### config.mk
export PLATFORM = sky130hd
export DESIGN_NAME = cpu_status_core
export DESIGN_NICKNAME = d
export VERILOG_FILES = /design/src/common/cpu_status_pkg.sv /design/src/logic/cpu_status_core.sv
export SDC_FILE = /design/constraint.sdc
export NUM_CORES = 1
export LEC_CHECK = 0
export BUFFER_PORTS_ARGS = -buffer_cell sky130_fd_sc_hd__buf_2
export CAP_MARGIN = 5
export CORE_MARGIN = 2
export CORE_UTILIZATION = 55
export DETAILED_ROUTE_END_ITERATION = 7
export PLACE_DENSITY = 0.78
export RECOVER_POWER = 100
export SLEW_MARGIN = 10
export SYNTH_ARGS = -nofsm -noshare
export SYNTH_HDL_FRONTEND = slang
export SYNTH_SLANG_ARGS = --single-unit
### constraint.sdc
create_clock -name clk_in -period 3.8 [get_ports clk_in]
set_input_delay 0.19 -clock clk_in [delete_from_list [all_inputs] [get_ports clk_in]]
set_output_delay 0.19 -clock clk_in [all_outputs]
set_load 0.01 [all_outputs]
### src/common/cpu_status_pkg.sv
// Purpose: constants for the status and workspace logic of the microcomputer core
// Assumes: byte addresses, word registers reached over classic Wishbone
// Notes:   bit numbers of the status word count from the msb (bit 0 = msb)
// Overview of operation
// - decode program memory and data RAM ranges
// - interrupt vectors in words 0000..000F
// - trap vectors at 0050..007F, traps 4-15
// - vector areas otherwise plain program memory
// - 11-bit pointer concatenated with register number
// - status bit 6 not implemented
// - status bit 7 is digit carry
// - two-bit interrupt mask in bits 14-15
// - four interrupt levels, decrementer is one source
// - decimal correct writes carry, digit carry, clears overflow
// - add, sub, inc, dec update digit carry
// - word ops: carry from upper byte low digit
// - byte ops: carry from low digit
// - short load mask sets mask bits from opcode low bits
// - load mask immediate copies operand bits
// - return restores mask from register 15
// - added instructions decode in 2C00..2CFF
// - short load mask leaves bits 0-13
// - add correct carry on upper fix; sub keeps carry
package cpu_status_pkg;
   localparam logic [15:0] PROG_LO      = 16'h0000;
   localparam logic [15:0] PROG_HI      = 16'h07FF;
   localparam logic [15:0] RAM_LO       = 16'h8300;
   localparam logic [15:0] RAM_HI       = 16'h837F;
   localparam logic [15:0] IVEC_LO      = 16'h0000;
   localparam logic [15:0] IVEC_HI      = 16'h000F;
   localparam logic [15:0] TVEC_LO      = 16'h0050;
   localparam logic [15:0] TVEC_HI      = 16'h007F;
   localparam logic [15:0] TVEC_BASE    = 16'h0040;
   localparam logic [15:0] ADDED_LO     = 16'h2C00;
   localparam logic [15:0] ADDED_HI     = 16'h2CFF;
   localparam logic [15:0] OP_DCA       = 16'h2C00;
   localparam logic [15:0] OP_DCS       = 16'h2C40;
   localparam logic [15:0] OP_MASK_SH   = 16'h2C80;
   localparam logic [15:0] OP_GRP_MASK  = 16'hFFC0;
   // implemented bits: 0-5, 7, 14, 15 (lsb numbering: 15..10, 8, 1, 0)
   localparam logic [15:0] ST_IMPL_MASK = 16'hFD03;
   localparam int          ST_DC_BIT    = 8;
   localparam int          ST_C_BIT     = 12;
   localparam int          ST_O_BIT     = 11;
   localparam int          ST_P_BIT     = 10;
   localparam int          ST_EQ_BIT    = 13;
   localparam int          ST_AGT_BIT   = 14;
   localparam int          ST_LGT_BIT   = 15;
   localparam logic [15:0] ST_RESET     = 16'h0000;
   localparam int          WP_BITS      = 11;
   localparam logic [15:0] LEVEL_FOUR_MASK = 16'h0003;
   // wishbone byte offsets
   localparam logic [4:0] A_STATUS   = 5'h00;
   localparam logic [4:0] A_WP       = 5'h04;
   localparam logic [4:0] A_OPCODE   = 5'h08;
   localparam logic [4:0] A_OPERAND  = 5'h0C;
   localparam logic [4:0] A_RESULT   = 5'h10;
   localparam logic [4:0] A_CTRL     = 5'h14;
   localparam logic [4:0] A_REGNUM   = 5'h18;
   localparam logic [4:0] A_ADDRINFO = 5'h1C;
   typedef enum logic [2:0] {
      OPK_NONE, OPK_DCA, OPK_DCS, OPK_MASK_SH, OPK_MASK_IMM, OPK_RETURN,
      OPK_WORD_ARITH, OPK_BYTE_ARITH
   } op_kind_t;
endpackage

### src/logic/cpu_status_core.sv
// Purpose: status word, workspace addressing and memory map of the core
// Assumes: one 20 MHz clock, classic Wishbone slave with one-wait ack
// Notes:   software posts an operation and its operands, then writes CTRL.go
module cpu_status_core
   import cpu_status_pkg::*;
(
   // clock and reset
   input  wire logic        clk_in,
   input  wire logic        rst_b_in,
   // wishbone slave
   input  wire logic        wb_cyc_in,
   input  wire logic        wb_stb_in,
   input  wire logic        wb_we_in,
   input  wire logic [4:0]  wb_adr_in,
   input  wire logic [3:0]  wb_sel_in,
   input  wire logic [31:0] wb_dat_in,
   output logic      [31:0] wb_dat_out,
   output logic             wb_ack_out,
   // memory map probe
   input  wire logic [15:0] probe_addr_in,
   output logic             prog_sel_out,
   output logic             ram_sel_out,
   output logic             ivec_area_out,
   output logic             tvec_area_out,
   // interrupt levels, decrementer is level source 3
   input  wire logic [2:0]  ext_irq_in,
   input  wire logic        decr_irq_in,
   output logic             irq_take_out,
   output logic [1:0]       irq_level_out,
   output logic [15:0]      irq_vector_out
);
   logic [15:0] status_reg, status_next;
   logic [10:0] wp_reg, wp_next;
   logic [15:0] opcode_reg, opcode_next;
   logic [15:0] operand_reg, operand_next;
   logic [15:0] result_reg, result_next;
   logic [3:0]  regnum_reg, regnum_next;
   logic [4:0]  kind_reg, kind_next;
   logic        ack_reg, ack_next;
   logic [31:0] rdat_reg, rdat_next;
   logic        bad_op_reg, bad_op_next;
   logic        wr, go;
   logic [15:0] ws_addr;
   op_kind_t    kind;

   function automatic logic in_range(input logic [15:0] a, input logic [15:0] lo,
                                     input logic [15:0] hi);
      in_range = (a >= lo) && (a <= hi);
   endfunction

   function automatic logic parity8(input logic [7:0] b);
      parity8 = ^b;
   endfunction

   assign prog_sel_out  = in_range(probe_addr_in, PROG_LO, PROG_HI);
   assign ram_sel_out   = in_range(probe_addr_in, RAM_LO, RAM_HI);
   assign ivec_area_out = in_range(probe_addr_in, IVEC_LO, IVEC_HI);
   assign tvec_area_out = in_range(probe_addr_in, TVEC_LO, TVEC_HI);

   assign ws_addr = {wp_reg, regnum_reg, 1'b0};

   // four levels, lower number wins, gated by mask
   always_comb begin
      logic [3:0] req;
      req            = {decr_irq_in, ext_irq_in};
      irq_take_out   = 1'b0;
      irq_level_out  = 2'b00;
      for (int i = 3; i >= 0; i--) begin
         if (req[i] && (2'(i) <= status_reg[1:0])) begin
            irq_take_out  = 1'b1;
            irq_level_out = 2'(i);
         end
      end
      irq_vector_out = {12'h000, irq_level_out, 2'b00};
   end

   assign wr = wb_cyc_in && wb_stb_in && wb_we_in && !ack_reg;
   assign go = wr && (wb_adr_in == A_CTRL) && wb_sel_in[0] && wb_dat_in[0];

   always_comb begin
      kind = OPK_NONE;
      if (in_range(opcode_reg, ADDED_LO, ADDED_HI)) begin
         if ((opcode_reg & OP_GRP_MASK) == OP_DCA)
            kind = OPK_DCA;
         else if ((opcode_reg & OP_GRP_MASK) == OP_DCS)
            kind = OPK_DCS;
         else if ((opcode_reg & OP_GRP_MASK) == OP_MASK_SH)
            kind = OPK_MASK_SH;
      end else begin
         // selector travels with the go write; the stored copy is only read back
         unique case (wb_dat_in[5:1])
            5'h03:   kind = OPK_MASK_IMM;
            5'h04:   kind = OPK_RETURN;
            5'h05:   kind = OPK_WORD_ARITH;
            5'h06:   kind = OPK_BYTE_ARITH;
            default: kind = OPK_NONE;
         endcase
      end
   end

   always_comb begin
      logic [3:0]  x, y;
      logic [4:0]  ys;
      logic [4:0]  xs;
      logic [7:0]  b;
      logic        c, dc, dnew;
      status_next  = status_reg;
      wp_next      = wp_reg;
      opcode_next  = opcode_reg;
      operand_next = operand_reg;
      result_next  = result_reg;
      regnum_next  = regnum_reg;
      kind_next    = kind_reg;
      bad_op_next  = bad_op_reg;
      b  = operand_reg[15:8];
      x  = b[7:4];
      y  = b[3:0];
      c  = status_reg[ST_C_BIT];
      dc = status_reg[ST_DC_BIT];
      ys = 5'd0;
      xs = 5'd0;
      dnew = 1'b0;
      if (wr) begin
         unique case (wb_adr_in)
            A_STATUS:  if (wb_sel_in[0] && wb_sel_in[1])
                          status_next = wb_dat_in[15:0] & ST_IMPL_MASK;
            A_WP:      if (wb_sel_in[1:0] == 2'b11) wp_next = wb_dat_in[15:5];
            A_OPCODE:  if (wb_sel_in[1:0] == 2'b11) opcode_next = wb_dat_in[15:0];
            A_OPERAND: if (wb_sel_in[1:0] == 2'b11) operand_next = wb_dat_in[15:0];
            A_REGNUM:  if (wb_sel_in[0]) regnum_next = wb_dat_in[3:0];
            A_CTRL:    if (wb_sel_in[0]) kind_next = wb_dat_in[5:1];
            default:   ;
         endcase
      end
      if (go) begin
         bad_op_next = 1'b0;
         unique case (kind)
            OPK_DCA: begin
               ys = {1'b0, y};
               if (dc || (y >= 4'd10)) ys = ys + 5'd6;
               xs = {1'b0, x} + {4'd0, ys[4]};
               dnew = ys[4];
               if (c || (x >= 4'd10) || ((x >= 4'd9) && (y >= 4'd10))) begin
                  xs = xs + 5'd6;
                  status_next[ST_C_BIT] = 1'b1;
               end else
                  status_next[ST_C_BIT] = 1'b0;
               result_next = {xs[3:0], ys[3:0], operand_reg[7:0]};
               status_next[ST_DC_BIT] = dnew;
               status_next[ST_O_BIT]  = 1'b0;
            end
            OPK_DCS: begin
               ys = dc ? {1'b0, y} : {1'b0, y} + 5'd10;
               xs = c ? {1'b0, x} : {1'b0, x} + 5'd10;
               result_next = {xs[3:0], ys[3:0], operand_reg[7:0]};
               status_next[ST_C_BIT]  = c;
               status_next[ST_DC_BIT] = !dc;
               status_next[ST_O_BIT]  = 1'b0;
            end
            OPK_MASK_SH: begin
               status_next[1:0] = opcode_reg[1:0];
            end
            OPK_MASK_IMM: begin
               status_next[1:0] = operand_reg[1:0];
            end
            OPK_RETURN: begin
               status_next = operand_reg & ST_IMPL_MASK;
            end
            OPK_WORD_ARITH: begin
               // digit carry from upper byte low digit
               ys = {1'b0, operand_reg[11:8]} + {1'b0, opcode_reg[11:8]};
               status_next[ST_DC_BIT] = ys[4];
            end
            OPK_BYTE_ARITH: begin
               ys = {1'b0, operand_reg[11:8]} + {1'b0, opcode_reg[11:8]};
               status_next[ST_DC_BIT] = ys[4];
            end
            default: bad_op_next = 1'b1;
         endcase
         if ((kind == OPK_DCA) || (kind == OPK_DCS)) begin
            status_next[ST_EQ_BIT]  = (result_next[15:8] == 8'h00);
            status_next[ST_LGT_BIT] = (result_next[15:8] != 8'h00);
            status_next[ST_AGT_BIT] = !result_next[15] && (result_next[15:8] != 8'h00);
            status_next[ST_P_BIT]   = parity8(result_next[15:8]);
         end
         status_next = status_next & ST_IMPL_MASK;
      end
   end

   always_comb begin
      ack_next  = wb_cyc_in && wb_stb_in && !ack_reg;
      rdat_next = 32'h0000_0000;
      unique case (wb_adr_in)
         A_STATUS:   rdat_next = {16'h0000, status_reg};
         A_WP:       rdat_next = {16'h0000, wp_reg, 5'h00};
         A_OPCODE:   rdat_next = {16'h0000, opcode_reg};
         A_OPERAND:  rdat_next = {16'h0000, operand_reg};
         A_RESULT:   rdat_next = {16'h0000, result_reg};
         A_CTRL:     rdat_next = {26'h0, bad_op_reg, kind_reg};
         A_REGNUM:   rdat_next = {12'h000, ws_addr, regnum_reg};
         A_ADDRINFO: rdat_next = {28'h0, tvec_area_out, ivec_area_out,
                                  ram_sel_out, prog_sel_out};
         default:    rdat_next = 32'h0000_0000;
      endcase
   end

   always_ff @(posedge clk_in or negedge rst_b_in) begin
      if (!rst_b_in) begin
         status_reg  <= ST_RESET;
         wp_reg      <= 11'h000;
         opcode_reg  <= 16'h0000;
         operand_reg <= 16'h0000;
         result_reg  <= 16'h0000;
         regnum_reg  <= 4'h0;
         kind_reg    <= 5'h00;
         bad_op_reg  <= 1'b0;
         ack_reg     <= 1'b0;
         rdat_reg    <= 32'h0000_0000;
      end else begin
         status_reg  <= status_next;
         wp_reg      <= wp_next;
         opcode_reg  <= opcode_next;
         operand_reg <= operand_next;
         result_reg  <= result_next;
         regnum_reg  <= regnum_next;
         kind_reg    <= kind_next;
         bad_op_reg  <= bad_op_next;
         ack_reg     <= ack_next;
         rdat_reg    <= rdat_next;
      end
   end

   assign wb_ack_out = ack_reg;
   assign wb_dat_out = rdat_reg;
endmodule // cpu_status_core

==> qor.yml <==
status: "finished, violations left"
violations: "capacitance limit, slew limit"
synthTopCellsByArea: "dfrtp_1, mux2_2, a222oi_1, buf_4, ha_1"
grt_max_degree: 78
rsz0062_at_grt: "false"
dpl-instance-area_um2: 5840
grt_use_total_pct: 26.4
ys.flop_type: "dfrtp_1"
fin_total_pwr_mw: 1.97
die_x_um: 103
cts_sinks: 100
ff_latch_area_um2: 2500
synth_seq_area_share_pct: 46.1
fin_skew_ns: 0.0118
area_growth_pct: 9.47
async_reset_ff_share_pct: 100
min_period_ns: 3.57
multi_input_area_um2: 2660
layout-drive-gt1-share_pct: 23.9
syn_avg_cell_area_um2: 11.2
ir_worst_vdd_v: 0.000216
setup_violations: 0
antenna_found_initial: 0
grt_pass1_wl_mm: 21.1
cts_tree: "done"
cp-end-kind: "register"
drtIter0Drc: 402
ys_ff_latch: 100
hold_path.class: "in2reg"
p_sw_uw: 507
layout_commonest_cell: "dfrtp_1"
yosysWarnings: 0
finalNonFillerCells: 690
critPathMaxFanout: 8
vias: 4260
final_cell_mix: "dfrtp_1, mux2_2, nand2_1, buf_2, clkbuf_1"
cts_max_level: 3
synth_edf_count: 0
ant_nets: 0
cts_resized: 0
worstSkewPairLatency_ns: 0.38
finalMaxSlewViolations: 99
die_y_um: 103
arrival_ns: 3.83
syn-cell-area_um2: 5430
hpwlAfterDp_mm: 9.42
fin_crit_sh_pct: 93.9
dp.cells: 673
yosysUniqueCellTypes: 67
row_count: 36
initial_core_util_pct: 56.1
p_int_mw: 1.46
synthCells: 483
setup_tns_ns: 0
slew_headroom_pct: -26.2
cts_setup_buffers: 0
cp-start-kind: "register"
io_pins: 122
max_freq_mhz: 280
route.detailed.drc: 0
finalWeightedCongestion: 0.884
drtPass1Iterations: 6
numPortBuffers: 73
yosys.area.top_type: "dfrtp_1"
hold_viol_final: 0
nFillCells: 833
pwr-share-seq_pct: 56.0
die_area_um2: 10700
yosys.area.top_type_share_pct: 46.1
tightest_slew_ns: 1.89
combPwrFrac_pct: 7.4
clkPwrFrac_pct: 36.6
largest_register_ffs: 20
viasPerCell: 6.17
nets: 631
numCtsBuffers: 9
cap_violations: 3
clock_tree.buffer_depth: 2
leakagePower_nw: 2.85
worst_ep_required_time_ns: 4.06
final_area_um2: 5950
netSwitchingFraction_pct: 25.8
routed_wl_mm: 13.3
grt_pass1_vias: 4056
diodes: 0
worst_slack_ns: 0.230
wl_per_cell_um: 19.3
p_per_area_nw_per_um2: 331
clk_pin_slew_ns: 0.10
core_um2: 9680
clockRootBuffer: "clkbuf_8"
dp_slack_ns: 0.380
grt.overflow.total: 0
worst-setup-path-type: "reg2reg"
==> power by group through the flow <==
| stage | Sequential (mW) | Combinational, mW | Clock, mW |
|---|---|---|---|
| final | 1.10 | 0.146 | 0.720 |
| after global routing | 1.10 | 0.165 | 0.773 |
| after CTS | 1.10 | 0.151 | 0.729 |
| after detailed placement | 1.12 | 0.150 | 0 |
| after global placement | 1.12 | 0.144 | 0 |
| after floorplan | 1.11 | 0.0940 | 0 |
==> cells in the mapped netlist, types with 5 or more instances <==
master and n:
dfrtp_1 100, mux2_2 59, nand2_1 42, buf_4 28, a222oi_1 23, nor2_1 22
clkbuf_1 18, o21ai_0 17, mux2i_1 15, a21oi_1 13, ha_1 13, mux2_1 10
nand3_1 9, and3_1 8, inv_1 7, xnor2_1 7, a22oi_1 5, nand2b_1 5
==> metal layers <==
layer  GRT usage, %  vias to the layer above  part of all wire, %  routed length, um
li1               -                     1887                    -                  -
met1           36.1                     2111                   41               5470
met2           42.1                      239                   49               6490
met3           5.38                       23                  8.3               1110
met4           9.41                        0                  2.0                270
met5              0                        -                    0                  0
==> worst max-delay path, cell delays in order (launching register included) <==
cell and delay (ns):
dfrtp_1 0.42, or4b_4 0.59, nor3_1 1.23, mux2i_1 0.23
ha_1 0.35, xnor2_1 0.23, xnor2_1 0.15, nor2_1 0.05
a21oi_1 0.12, o21ai_0 0.09
==> logic make-up (layout without fill, tap and decap cells) <==
group	count (synthesis)	count (layout)	synth area share, %
other	1	26	0.0690
buffers and inverters	57	106	6.08
AND/OR/NAND/NOR	125	125	13.2
multiplexers	84	84	17.1
flip-flops	100	100	46.1
adder cells (fa/ha/maj)	13	13	2.99
XOR/XNOR	10	10	1.61
AO/OA/AOI/OAI	93	93	12.9
==> cell type report <==
type,count,share of cell area [%]
sequential,100,42.1
inverter,7,0.442
clock buffer,10,2.31
clock inverter,6,1.16
timing repair buffer,83,6.46
tap,133,2.80
multi-input combinational,351,44.7
==> final timing paths <==
check                                                 from                   endpoint  slack [ns]  cells after the start
worst min register to register   result_reg[6]$_DFFE_PN0P_  result_reg[6]$_DFFE_PN0P_        0.50                      1
max in group asynchronous                         rst_b_in      wp_reg[5]$_DFFE_PN0P_        1.01                      3
worst max-delay path            opcode_reg[12]$_DFFE_PN0P_   status_reg[10]$_DFF_PN0_        0.23                      9
worst max register to register  opcode_reg[12]$_DFFE_PN0P_   status_reg[10]$_DFF_PN0_        0.23                      9
worst min-delay path                             wb_stb_in       wb_ack_out$_DFF_PN0_        0.03                      3
min in group asynchronous                         rst_b_in   wb_dat_out[16]$_DFF_PN0_        0.87                      2
==> per-stage QoR <==
stage	util, %	hold WS, ns
5_1_grt	61.4	0.0125
2_1_floorplan	-	-0.106
6_report	61.4	0.0252
3_5_place_dp	60.3	0.404
3_3_place_gp	60.3	0.391
4_1_cts	62.5	0.0157
==> repair_timing <==
item,in CTS,in global routing
endpoints found under the setup margin,0,0
hold endpoints to repair,51,0
hold buffers,1,0
(Power assumes the default switching activity.)
